## src/mdsw_cfg.svh

```systemverilog
`ifndef MDSW_CFG_SVH
`define MDSW_CFG_SVH

`define MDSW_FN_DIAG 8'h08
`define MDSW_FN_WRMULTI 8'h10
`define MDSW_SUB_ECHO 16'h0000
`define MDSW_BCAST_ADDR 8'h00
`define MDSW_MAX_REGS 16'h007d
`define MDSW_BC_MIN 8'h02
`define MDSW_BC_MAX 8'hfa
`define MDSW_CRC_INIT 16'hffff
`define MDSW_CRC_POLY 16'ha001
`define MDSW_CRC_RESIDUE 16'h0000
`define MDSW_DIAG_LEN 9'h008
`define MDSW_WR_OVERHEAD 9'h009
`define MDSW_HDR_BYTES 7
`define MDSW_DATA_POS 9'h007
`define MDSW_BC_POS 3'h6
`define MDSW_RSP_CRC_LO 3'h6
`define MDSW_RSP_CRC_HI 3'h7
`define MDSW_LEN_MAX 9'h1ff

`endif

```

## src/mdsw_pkg.sv

```systemverilog
package mdsw_pkg;

    typedef enum logic [1:0] {
        ST_RX,
        ST_WRITE,
        ST_RESP
    } mdsw_state_t;

    typedef struct packed {
        logic [15:0] addr;
        logic [15:0] data;
    } mdsw_wr_t;

endpackage

```

## src/mdsw_fifo.sv

```systemverilog
`timescale 1ns/1ps
module mdsw_fifo #(
    parameter int WIDTH = 8,
    parameter int DEPTH = 8
) (
    // Clock and reset
    input wire logic clk,
    input wire logic rst_n,
    input wire logic clr,
    // Fill side
    input wire logic in_valid,
    output logic in_ready,
    input wire logic [WIDTH-1:0] in_data,
    // Drain side
    output logic out_valid,
    input wire logic out_ready,
    output logic [WIDTH-1:0] out_data
);
    // Depth must be a power of two; the extra pointer bit tells full
    localparam int AW = $clog2(DEPTH);

    logic [WIDTH-1:0] mem [0:DEPTH-1];
    logic [AW:0] wr_ptr_reg;
    logic [AW:0] rd_ptr_reg;
    wire logic [AW:0] fill = wr_ptr_reg - rd_ptr_reg;
    wire logic push = in_valid && in_ready;
    wire logic pop = out_valid && out_ready;

    assign in_ready = (fill != DEPTH[AW:0]);
    assign out_valid = (fill != '0);
    assign out_data = mem[rd_ptr_reg[AW-1:0]];

    always_ff @(posedge clk) begin
        if (push) begin
            mem[wr_ptr_reg[AW-1:0]] <= in_data;
        end
    end

    always_ff @(posedge clk or negedge rst_n) begin
        if (!rst_n) begin
            wr_ptr_reg <= '0;
            rd_ptr_reg <= '0;
        end else if (clr) begin
            wr_ptr_reg <= '0;
            rd_ptr_reg <= '0;
        end else begin
            wr_ptr_reg <= wr_ptr_reg + {{AW{1'b0}}, push};
            rd_ptr_reg <= rd_ptr_reg + {{AW{1'b0}}, pop};
        end
    end
endmodule

```

## src/mdsw_top.sv

```systemverilog
// Contract
// - Echo query needs a nonzero address; zero is never broadcast.
// - Echo query: function 08, subfunction 0000, any two-byte data value.
// - Valid echo query is answered with an identical frame, CRC included.
// - Broadcast queries are carried out but never answered.
// - Multiple write accepts address zero as broadcast, writes without reply.
// - Start field is register number minus 40001; field goes out unchanged.
// - Register count of a multiple write is at most 125.
// - Byte count equals twice register count, within 02 to fa.
// - Data words high byte first, from start register upward.
// - Write frame: address, function, start, count, byte count, data, CRC.
// - Write reply copies address, function, start, count, adds fresh CRC.
`timescale 1ns/1ps
`include "mdsw_cfg.svh"
module mdsw_top
    import mdsw_pkg::*;
#(
    parameter int STAGE_DEPTH = 128,
    parameter int TX_DEPTH = 8
) (
    // Clock and reset
    input wire logic SYS_CLK,
    input wire logic RESET_N,
    // Own station address
    input wire logic [7:0] MY_ADDR,
    // Received bytes from the character framer
    input wire logic RX_VALID,
    input wire logic [7:0] RX_DATA,
    input wire logic RX_END,
    // Response bytes toward the transmitter
    output logic TX_VALID,
    output logic [7:0] TX_DATA,
    input wire logic TX_READY,
    // Holding register write port
    output logic WR_EN,
    output mdsw_wr_t WR_CMD,
    // Status
    output logic BUSY
);
    function automatic logic [15:0] crc_step(input logic [15:0] c,
                                             input logic [7:0] b);
        logic [15:0] r;
        r = c ^ {8'h00, b};
        for (int i = 0; i < 8; i++) begin
            r = r[0] ? ((r >> 1) ^ `MDSW_CRC_POLY) : (r >> 1);
        end
        return r;
    endfunction

    mdsw_state_t state_reg;
    mdsw_state_t state_next;
    logic [8:0] len_reg;
    logic [7:0] hdr_reg [0:`MDSW_HDR_BYTES-1];
    logic [15:0] crc_reg;
    logic [7:0] hi_reg;
    logic [6:0] wofs_reg;
    logic [2:0] ridx_reg;
    logic bcast_reg;
    logic tx_valid_reg;
    logic [7:0] tx_data_reg;
    logic wr_en_reg;
    mdsw_wr_t wr_cmd_reg;
    logic busy_reg;

    // Header fields
    wire logic [7:0] f_addr = hdr_reg[0];
    wire logic [7:0] f_func = hdr_reg[1];
    wire logic [15:0] f_w2 = {hdr_reg[2], hdr_reg[3]};
    wire logic [15:0] f_w4 = {hdr_reg[4], hdr_reg[5]};
    wire logic [7:0] f_bc = hdr_reg[6];

    wire logic in_rx = (state_reg == ST_RX);
    wire logic rx_take = in_rx && RX_VALID;
    wire logic rx_close = in_rx && RX_END;

    // Address zero is broadcast only for the multiple write
    wire logic is_bcast = (f_addr == `MDSW_BCAST_ADDR);
    wire logic own_addr = (f_addr == MY_ADDR) && !is_bcast;
    wire logic crc_ok = (crc_reg == `MDSW_CRC_RESIDUE);

    wire logic is_diag = (f_func == `MDSW_FN_DIAG) && own_addr
        && (f_w2 == `MDSW_SUB_ECHO) && (len_reg == `MDSW_DIAG_LEN);

    // Count and byte-count limits, known before the first data byte
    wire logic lim_ok = (f_w4 != 16'h0000) && (f_w4 <= `MDSW_MAX_REGS)
        && (f_bc >= `MDSW_BC_MIN) && (f_bc <= `MDSW_BC_MAX)
        && ({f_w4[14:0], 1'b0} == {8'h00, f_bc});
    wire logic is_wr_hdr = (f_func == `MDSW_FN_WRMULTI)
        && (own_addr || is_bcast) && lim_ok;
    wire logic is_wr = is_wr_hdr
        && (len_reg == `MDSW_WR_OVERHEAD + {1'b0, f_bc});

    wire logic accept = rx_close && crc_ok && (is_diag || is_wr);

    // Data bytes sit between the byte count and the two CRC bytes
    wire logic [8:0] data_pos = len_reg - `MDSW_DATA_POS;
    wire logic in_data = is_wr_hdr && (len_reg >= `MDSW_DATA_POS)
        && (data_pos < {1'b0, f_bc});
    wire logic stage_push = rx_take && in_data && data_pos[0];
    wire logic [15:0] stage_word = {hi_reg, RX_DATA};

    // Staged words are held back until the CRC proves the frame good
    wire logic stage_clr = rx_close && !(accept && is_wr);
    wire logic stage_valid;
    wire logic [15:0] stage_data;
    wire logic stage_pop = (state_reg == ST_WRITE) && stage_valid;

    mdsw_fifo #(
        .WIDTH(16),
        .DEPTH(STAGE_DEPTH)
    ) u_stage (
        .clk(SYS_CLK),
        .rst_n(RESET_N),
        .clr(stage_clr),
        .in_valid(stage_push),
        .in_ready(),
        .in_data(stage_word),
        .out_valid(stage_valid),
        .out_ready(stage_pop),
        .out_data(stage_data)
    );

    // Reply bytes: six header bytes then the recomputed CRC
    wire logic [7:0] rsp_byte = (ridx_reg == `MDSW_RSP_CRC_LO) ? crc_reg[7:0]
        : (ridx_reg == `MDSW_RSP_CRC_HI) ? crc_reg[15:8]
        : hdr_reg[ridx_reg];
    wire logic txq_ready;
    wire logic txq_valid;
    wire logic [7:0] txq_data;
    wire logic rsp_push = (state_reg == ST_RESP) && txq_ready;
    wire logic rsp_last = rsp_push && (ridx_reg == `MDSW_RSP_CRC_HI);
    wire logic tx_load = txq_valid && (!tx_valid_reg || TX_READY);

    // The queue fills while the transmitter stalls, pausing the reply
    mdsw_fifo #(
        .WIDTH(8),
        .DEPTH(TX_DEPTH)
    ) u_txq (
        .clk(SYS_CLK),
        .rst_n(RESET_N),
        .clr(1'b0),
        .in_valid(rsp_push),
        .in_ready(txq_ready),
        .in_data(rsp_byte),
        .out_valid(txq_valid),
        .out_ready(tx_load),
        .out_data(txq_data)
    );

    wire logic [7:0] crc_byte = rx_take ? RX_DATA : rsp_byte;
    wire logic crc_adv = rx_take || (rsp_push && ridx_reg < `MDSW_RSP_CRC_LO);
    // Restart after the reply too, else the next frame starts from its CRC
    wire logic [15:0] crc_next = rx_close || rsp_last
        ? `MDSW_CRC_INIT
        : crc_adv ? crc_step(crc_reg, crc_byte) : crc_reg;
    wire logic [8:0] len_next = rx_close ? 9'h000
        : (rx_take && len_reg != `MDSW_LEN_MAX) ? len_reg + 9'h001 : len_reg;

    always_comb begin
        state_next = state_reg;
        case (state_reg)
            ST_RX: begin
                if (accept) begin
                    state_next = is_diag ? ST_RESP : ST_WRITE;
                end
            end
            ST_WRITE: begin
                if (!stage_valid) begin
                    state_next = bcast_reg ? ST_RX : ST_RESP;
                end
            end
            ST_RESP: begin
                if (rsp_last) begin
                    state_next = ST_RX;
                end
            end
            default: state_next = ST_RX;
        endcase
    end

    genvar g;
    generate
        for (g = 0; g < `MDSW_HDR_BYTES; g++) begin : g_hdr
            always_ff @(posedge SYS_CLK or negedge RESET_N) begin
                if (!RESET_N) begin
                    hdr_reg[g] <= 8'h00;
                end else if (rx_take && len_reg == 9'(g)) begin
                    hdr_reg[g] <= RX_DATA;
                end
            end
        end
    endgenerate

    always_ff @(posedge SYS_CLK or negedge RESET_N) begin
        if (!RESET_N) begin
            state_reg <= ST_RX;
            len_reg <= 9'h000;
            crc_reg <= `MDSW_CRC_INIT;
            hi_reg <= 8'h00;
            bcast_reg <= 1'b0;
            busy_reg <= 1'b0;
        end else begin
            state_reg <= state_next;
            len_reg <= len_next;
            crc_reg <= crc_next;
            hi_reg <= rx_take ? RX_DATA : hi_reg;
            bcast_reg <= accept ? is_bcast : bcast_reg;
            busy_reg <= (state_next != ST_RX);
        end
    end

    // Register writes run only after the whole frame checked out
    always_ff @(posedge SYS_CLK or negedge RESET_N) begin
        if (!RESET_N) begin
            wofs_reg <= 7'h00;
            wr_en_reg <= 1'b0;
            wr_cmd_reg <= '0;
        end else begin
            wofs_reg <= accept ? 7'h00 : wofs_reg + {6'h00, stage_pop};
            wr_en_reg <= stage_pop;
            if (stage_pop) begin
                wr_cmd_reg.addr <= f_w2 + {9'h000, wofs_reg};
                wr_cmd_reg.data <= stage_data;
            end
        end
    end

    always_ff @(posedge SYS_CLK or negedge RESET_N) begin
        if (!RESET_N) begin
            ridx_reg <= 3'h0;
            tx_valid_reg <= 1'b0;
            tx_data_reg <= 8'h00;
        end else begin
            ridx_reg <= accept ? 3'h0 : ridx_reg + {2'h0, rsp_push};
            if (tx_load) begin
                tx_valid_reg <= 1'b1;
                tx_data_reg <= txq_data;
            end else if (TX_READY) begin
                tx_valid_reg <= 1'b0;
            end
        end
    end

    assign TX_VALID = tx_valid_reg;
    assign TX_DATA = tx_data_reg;
    assign WR_EN = wr_en_reg;
    assign WR_CMD = wr_cmd_reg;
    assign BUSY = busy_reg;
endmodule

```

## config.mk

```make
export PLATFORM = sky130hd
export DESIGN_NAME = mdsw_top
export DESIGN_NICKNAME = d
export VERILOG_FILES = /design/src/mdsw_pkg.sv /design/src/mdsw_fifo.sv /design/src/mdsw_top.sv
export VERILOG_INCLUDE_DIRS = /design/src
export SDC_FILE = /design/constraint.sdc
export NUM_CORES = 2
export LEC_CHECK = 0
export ABC_AREA = 0
export BUFFER_PORTS_ARGS = -buffer_cell sky130_fd_sc_hd__buf_4
export CAP_MARGIN = 20
export CELL_PAD_IN_SITES_DETAIL_PLACEMENT = 1
export CELL_PAD_IN_SITES_GLOBAL_PLACEMENT = 1
export CORE_ASPECT_RATIO = 0.5
export CORE_MARGIN = 1
export CORE_UTILIZATION = 25
export DETAILED_ROUTE_END_ITERATION = 16
export GPL_TIMING_DRIVEN = 1
export PLACE_DENSITY = 0.44
export SYNTH_ARGS = -nofsm -noshare
export SYNTH_HDL_FRONTEND = slang
export SYNTH_SLANG_ARGS = --single-unit
```

## constraint.sdc

```tcl
create_clock -name SYS_CLK -period 4.8 [get_ports SYS_CLK]
set_input_delay 0.24 -clock SYS_CLK [delete_from_list [all_inputs] [get_ports SYS_CLK]]
set_output_delay 0.24 -clock SYS_CLK [all_outputs]
set_load 0.01 [all_outputs]
```

* Yosys cells after proc, flatten, opt, wreduce, memory -nomap -nowiden
Memories as Yosys holds them, arrays and structs flattened. A register that Yosys moved wholly into a read port is not among the register bits.
Index checks and enable logic that the tools add are counted.
** Word-level totals
- Bits in registers :: 145
- RAM bits :: 2112
- Bits of input ports :: 21
- Output and inout bits :: 43
- Word-level logic and storage cells :: 166
- Memories :: 2
** Cells by class
- $add $sub $neg :: 12
- Order comparisons :: 7
- Eq/ne operators :: 19
- Muxes and demuxes :: 34
- Bitwise operators :: 10
- Reduce and logical (&&, ||, !) cells :: 60
** Memories
- u_stage.mem :: depth 128, width 16, read ports 1, clocked after Yosys merged registers in 1, write ports 1, line mdsw_fifo.sv:22 : logic [WIDTH-1:0] mem [0:DEPTH-1];
- u_txq.mem :: depth 8, width 8, read ports 1, clocked after Yosys merged registers in 1, write ports 1, line mdsw_fifo.sv:22
** Operator list (count)
- 16-bit 2-to-1 mux :: 10
- 8-bit 2-to-1 mux :: 7
- 1-bit logical AND :: 38
- 16-bit zero test :: 2
- 9-bit by 3-bit == test with 1-bit output, second input constant :: 3
- 8-bit binary-select mux with 3-bit select :: 1
- 2-bit inverter with 3-bit output :: 8
- 9-bit by 2-bit == test with 1-bit output, second input constant :: 2
- 9-bit 2-to-1 mux :: 2
- 16-bit by 7-bit adder with 16-bit output :: 1
- 8-bit by 1-bit adder with 8-bit output :: 2
- 16-bit by 8-bit == test with 1-bit output :: 1
- 16-bit by 7-bit less-or-equal comparator with 1-bit output, second input constant :: 1
- 16-bit nonzero test :: 1
- 16-bit by 8-bit bitwise XOR with 16-bit output :: 1
- 2-bit 2-to-1 mux :: 5
- 4-bit by 8-bit adder with 9-bit output, first input constant :: 1
- 9-bit by 1-bit adder with 9-bit output, second input constant :: 1
- 9-bit by 1-bit == test with 1-bit output, second input constant :: 1
- 9-bit by 4-bit == test with 1-bit output, second input constant :: 1
- 9-bit == test :: 1
- 9-bit by 3-bit greater-or-equal comparator with 1-bit output, second input constant :: 1
- 9-bit zero test :: 1
- 9-bit by 8-bit < comparator with 1-bit output :: 1
- other kinds (31) :: 49

* Depth between registers and ports, before layout
- Word-level depth :: 26
- Mapped depth :: 21
- Mapped depth without buffers :: 18

* By module
Synthesis repeated with hierarchy kept, for this count alone.
** Second synthesis, totals
- Cell total of the unflattened synthesis :: 4365
- Area total of the unflattened synthesis :: 91073.6 µm²
** By module, submodules not included
- mdsw_fifo at u_stage :: instances 1, cells each 3412, area each 80056.8 µm², seq. area each 61899.4 µm²
- mdsw_top :: instances 1, cells each 784, area each 8050.2 µm², seq. area each 3648.5 µm²
- mdsw_fifo at u_txq :: instances 1, cells each 169, area each 2966.6 µm², seq. area each 2122.0 µm²

* Worst setup path before layout
Ideal clock, no wire load.
- Path type :: reg-to-reg
- Start point :: register u_stage.rd_ptr_reg[2]
- End point :: memory u_stage.mem[16][0] (enable)
- Library setup time :: 409 ps
- Arrival time :: 4071 ps
- Required time :: 4391 ps
- Slack :: 320 ps
- Cell stages (with the launch flop) :: 16
- Path buffers :: 5
- Period minus slack after synthesis :: 4480 ps
- Cells stage by stage :: dfrtp_1 clkbuf_1 inv_2 clkbuf_1 buf_1 ha_1 o21ai_1 a21boi_0 o21ai_1 a21o_1 a21o_1 nand2_1 a221o_1 clkbuf_1 clkbuf_1 nor3_1
** On the way
- Cells in the longest elaborated chain, start to end :: 5
** Ends and longest elaborated chain
- start: declaration :: line mdsw_fifo.sv:24 : logic [AW:0] rd_ptr_reg;
- start signal: assignment :: line mdsw_fifo.sv:48 : rd_ptr_reg <= rd_ptr_reg + {{AW{1'b0}}, pop};
- 8-bit subtractor :: line mdsw_fifo.sv:25 : wire logic [AW:0] fill = wr_ptr_reg - rd_ptr_reg;
- 8-bit inequality test :: line mdsw_fifo.sv:29 : assign in_ready = (fill != DEPTH[AW:0]);
- 1-bit logical AND :: line mdsw_fifo.sv:26 : wire logic push = in_valid && in_ready;
- 1-bit 2-to-1 mux :: line mdsw_fifo.sv:34 : if (push) begin
- 1-bit 2-to-1 mux (implied by the code) :: line mdsw_fifo.sv:35 : mem[wr_ptr_reg[AW-1:0]] <= in_data;
- end: declaration :: line mdsw_fifo.sv:22
Every way passes these cells.

* Worst setup path in the final report
- Start point :: register hdr_reg (netlist bit f_func[2])
- End point :: memory u_stage.mem[76][2] (enable)
** On the way
- Cells in the longest elaborated chain, start to end :: 10
** Ends and longest elaborated chain
- start: declaration :: line mdsw_top.sv:53 : logic [7:0] hdr_reg [0:`MDSW_HDR_BYTES-1];
- start signal: indexed assignment :: line mdsw_top.sv:186 : hdr_reg[g] <= 8'h00;
- start signal: indexed assignment :: line mdsw_top.sv:188 : hdr_reg[g] <= RX_DATA;
- 8-bit by 5-bit == test with 1-bit output (no line)
- 1-bit logical AND (2 in series) :: line mdsw_top.sv:88 : wire logic is_wr_hdr = (f_func == `MDSW_FN_WRMULTI)
- 1-bit logical AND (2 in series) :: line mdsw_top.sv:97 : wire logic in_data = is_wr_hdr && (len_reg >= `MDSW_DATA_POS)
- 1-bit logical AND (2 in series) :: line mdsw_top.sv:99 : wire logic stage_push = rx_take && in_data && data_pos[0];
- 1-bit logical AND :: line mdsw_fifo.sv:26
- 1-bit 2-to-1 mux :: line mdsw_fifo.sv:34
- 1-bit 2-to-1 mux (implied by the code) :: line mdsw_fifo.sv:35
Every way passes these cells.

==> impl_results.md <==
- Status: complete, no violations
- TritonCTS clock tree: yes
- Deepest clock path buffer count: 4
- IO Port Bufs: 63
- Drt wl/cell: 27.5 µm
- Share of layout cells above drive strength 1: 0.226
- First-pass GRT wire length: 400 mm
- Hold Fails Final Rpt: 0
- Clk_skew: 0.0967 ns
- CP arrival: 4.97 ns
- I/O pins: 64
- # nets final: 5316
- Synth async-reset ratio: 0.0741
- Top cells by area, synth: edfxtp_1 70%, mux4_2 7.6%, mux2i_1 5.6%
- Maximum operating frequency: 0.229 GHz
- Leak pwr: 0.0326 µW
- Worst-path clk slew: 0.06 ns
- Design Area, Final: 107000 µm²
- Area share of the largest cell type after synthesis: 0.699
- Final Wtd Congestion: 0.761
- Seq cells post-synth: 2281
- Max Cap Viol: 0
- H-tree depth: 4
- Drt first pass iters: 5
- Worst setup SP type: flip-flop
- GRT Total Usage: 0.151
- Ys Warns: 0
- Die Wd: 854 µm
- Post-synth EDFFs: 2112
- Yosys top cell by area: edfxtp_1
- Via count of the first global-routing pass: 51000
- Final setup viols: 0
- Area growth from synthesis to layout: 18.0%
- Largest net degree at the start of global routing: 130
- Via density: 4.69
- Final setup TNS: 0 ns
- Tot Pwr: 46100 µW
- Starting Density: 0.251
- Dpl cells: 9820
- Post-synth net total: 4979
- Initial antenna violation count: 12
- Slew @ Worst Pin: 1.19 ns
- DP HPWL: 176 mm
- Sequential area share after synthesis: 0.745
- Core area: 361000 µm²
- Grt ovf: 0
- Period Utilization, post-route: 0.911
- Root buf cell: clkbuf_16
- Most frequent cell after synthesis: edfxtp_1
- Min-delay worst type: input port to flip-flop
- Largest register FFs: 2048
- Min cycle time layout: 4.37 ns
- Fillers: 36800
- PD cells: 431 nW/µm²
- RSZ-0062 raised after global routing: false
- Iteration-0 DRC Markers: 3573
- Worst-skew pair later-pin latency: 0.94 ns
- Worst VDD drop: 389 µV
- Die Ht: 428 µm
- Clock Sinks: 2281
- # Post-CTS Setup Buffers: 0
- CP Class: flip-flop to flip-flop
- CP endpoint kind: flip-flop
- CTS buffer count: 233
- Die ar.: 366000 µm²
- Slew headroom: 0.207
- Post-synth top cells: 2112 x edfxtp_1, 509 x mux2i_1, 305 x mux4_2, 269 x nor3_1, 247 x o221ai_1
- Antenna Nets Post-Route: 0
- Critical path data required time: 5.39 ns
- Drt drc: 0
- Final cell count without fillers: 10300
- Post-DP Area: 99700 µm²
- Syn_area_per_cell: 18.5 µm²
- WHS: 0.114 ns
- Resize count post-CTS: 0
- CP max FO: 52
- Routed vias: 48200
- Synthesized area: 90800 µm²
- Synth cell types: 70
- Main synth FF type: edfxtp_1
- Final WL: 282 mm
- Std cell rows: 156
- Fin. max-slew vios: 0
- Post-Synthesis Cells: 4913
metrics by stage:
step | setup slack [ns] | util
2_1_floorplan | 0.320 | -
3_3_place_gp | 0.391 | 0.276
3_5_place_dp | 0.367 | 0.276
4_1_cts | 0.367 | 0.296
5_1_grt | 0.267 | 0.296
6_report | 0.428 | 0.296
report_power, final:
group	internal [µW]	total, µW	leakage (µW)	switching (µW)
registers	23200	24000	0.0212	840
logic	1580	4390	0.00786	2810
clock network	9880	17700	0.00355	7820
repair_timing:
action,CTS,global route
setup endpoints to repair,0,0
endpoints found under the hold margin,357,0
hold buffers,14,0
cell usage in the layout (no fill, tap or decap), drive strengths merged, types with 117 or more instances in the layout:
cell type / instances
mux4: 308
a21oi: 173
buf: 388
mux2i: 509
dfrtp: 153
clkbuf: 280
o22ai: 124
edfxtp: 2112
clkinv: 117
o221ai: 247
nor3: 269
nor2: 154
per-layer routing:
layer	vias to the layer above	part of all wire	global-route usage
met3	275	0.041	0.0188
met5	-	0	0
met1	26100	0.47	0.217
met4	0	0.018	0.0283
met2	913	0.47	0.247
li1	20800	-	-
final cells by class:
type	count	area, µm²	area share
flip-flops and latches	2281	67700	0.632
multi-input cells	2293	22400	0.210
clock buffers	279	6070	0.0567
well taps	4819	6030	0.0563
repair buffers	402	3510	0.0328
clock inverters	142	1140	0.0107
inverters	39	156	0.00146
diodes	6	15.0	0.000140
worst max-delay path: stages, from the launching register on:
cell	delay, ns
dfrtp_1	0.40
or4_1	0.53
nor3_1	0.30
o211ai_1	0.17
or4_1	0.43
a2111oi_2	0.42
nand3_1	0.25
a221o_4	0.45
buf_12	0.21
nor3_2	0.50
buf_4	0.32
cell families (layout without fill, tap and decap cells):
family | Yosys count | in the layout | share of synthesized area
multiplexers | 883 | 883 | 0.141
AO/OA/AOI/OAI | 635 | 635 | 0.0490
other | 0 | 6 | 0
XOR/XNOR | 98 | 98 | 0.00985
buffers and inverters | 339 | 862 | 0.0151
AND/OR/NAND/NOR | 632 | 632 | 0.0334
adder cells (fa/ha/maj) | 45 | 45 | 0.00629
flip-flops | 2281 | 2281 | 0.745
path summary, 6_finish.rpt:
check / from / to / slack, ns / cells past startpoint
setup / recovery: f_func[2]$_DFFE_PN0P_ / u_stage.mem[76][2]$_DFFE_PP_ / 0.43 / 10
hold / removal: TX_READY / TX_VALID$_DFFE_PN0P_ / 0.11 / 3
setup reg to reg: f_func[2]$_DFFE_PN0P_ / u_stage.mem[76][2]$_DFFE_PP_ / 0.43 / 10
hold reg to reg: u_txq.wr_ptr_reg[3]$_DFF_PN0_ / u_txq.wr_ptr_reg[3]$_DFF_PN0_ / 0.48 / 1
max in group asynchronous: RESET_N / u_stage.rd_ptr_reg[3]$_DFF_PN0_ / 3.55 / 4
min in group asynchronous: RESET_N / TX_DATA[0]$_DFFE_PN0P_ / 0.52 / 4
Note: power is estimated with default switching activity, not from simulation.
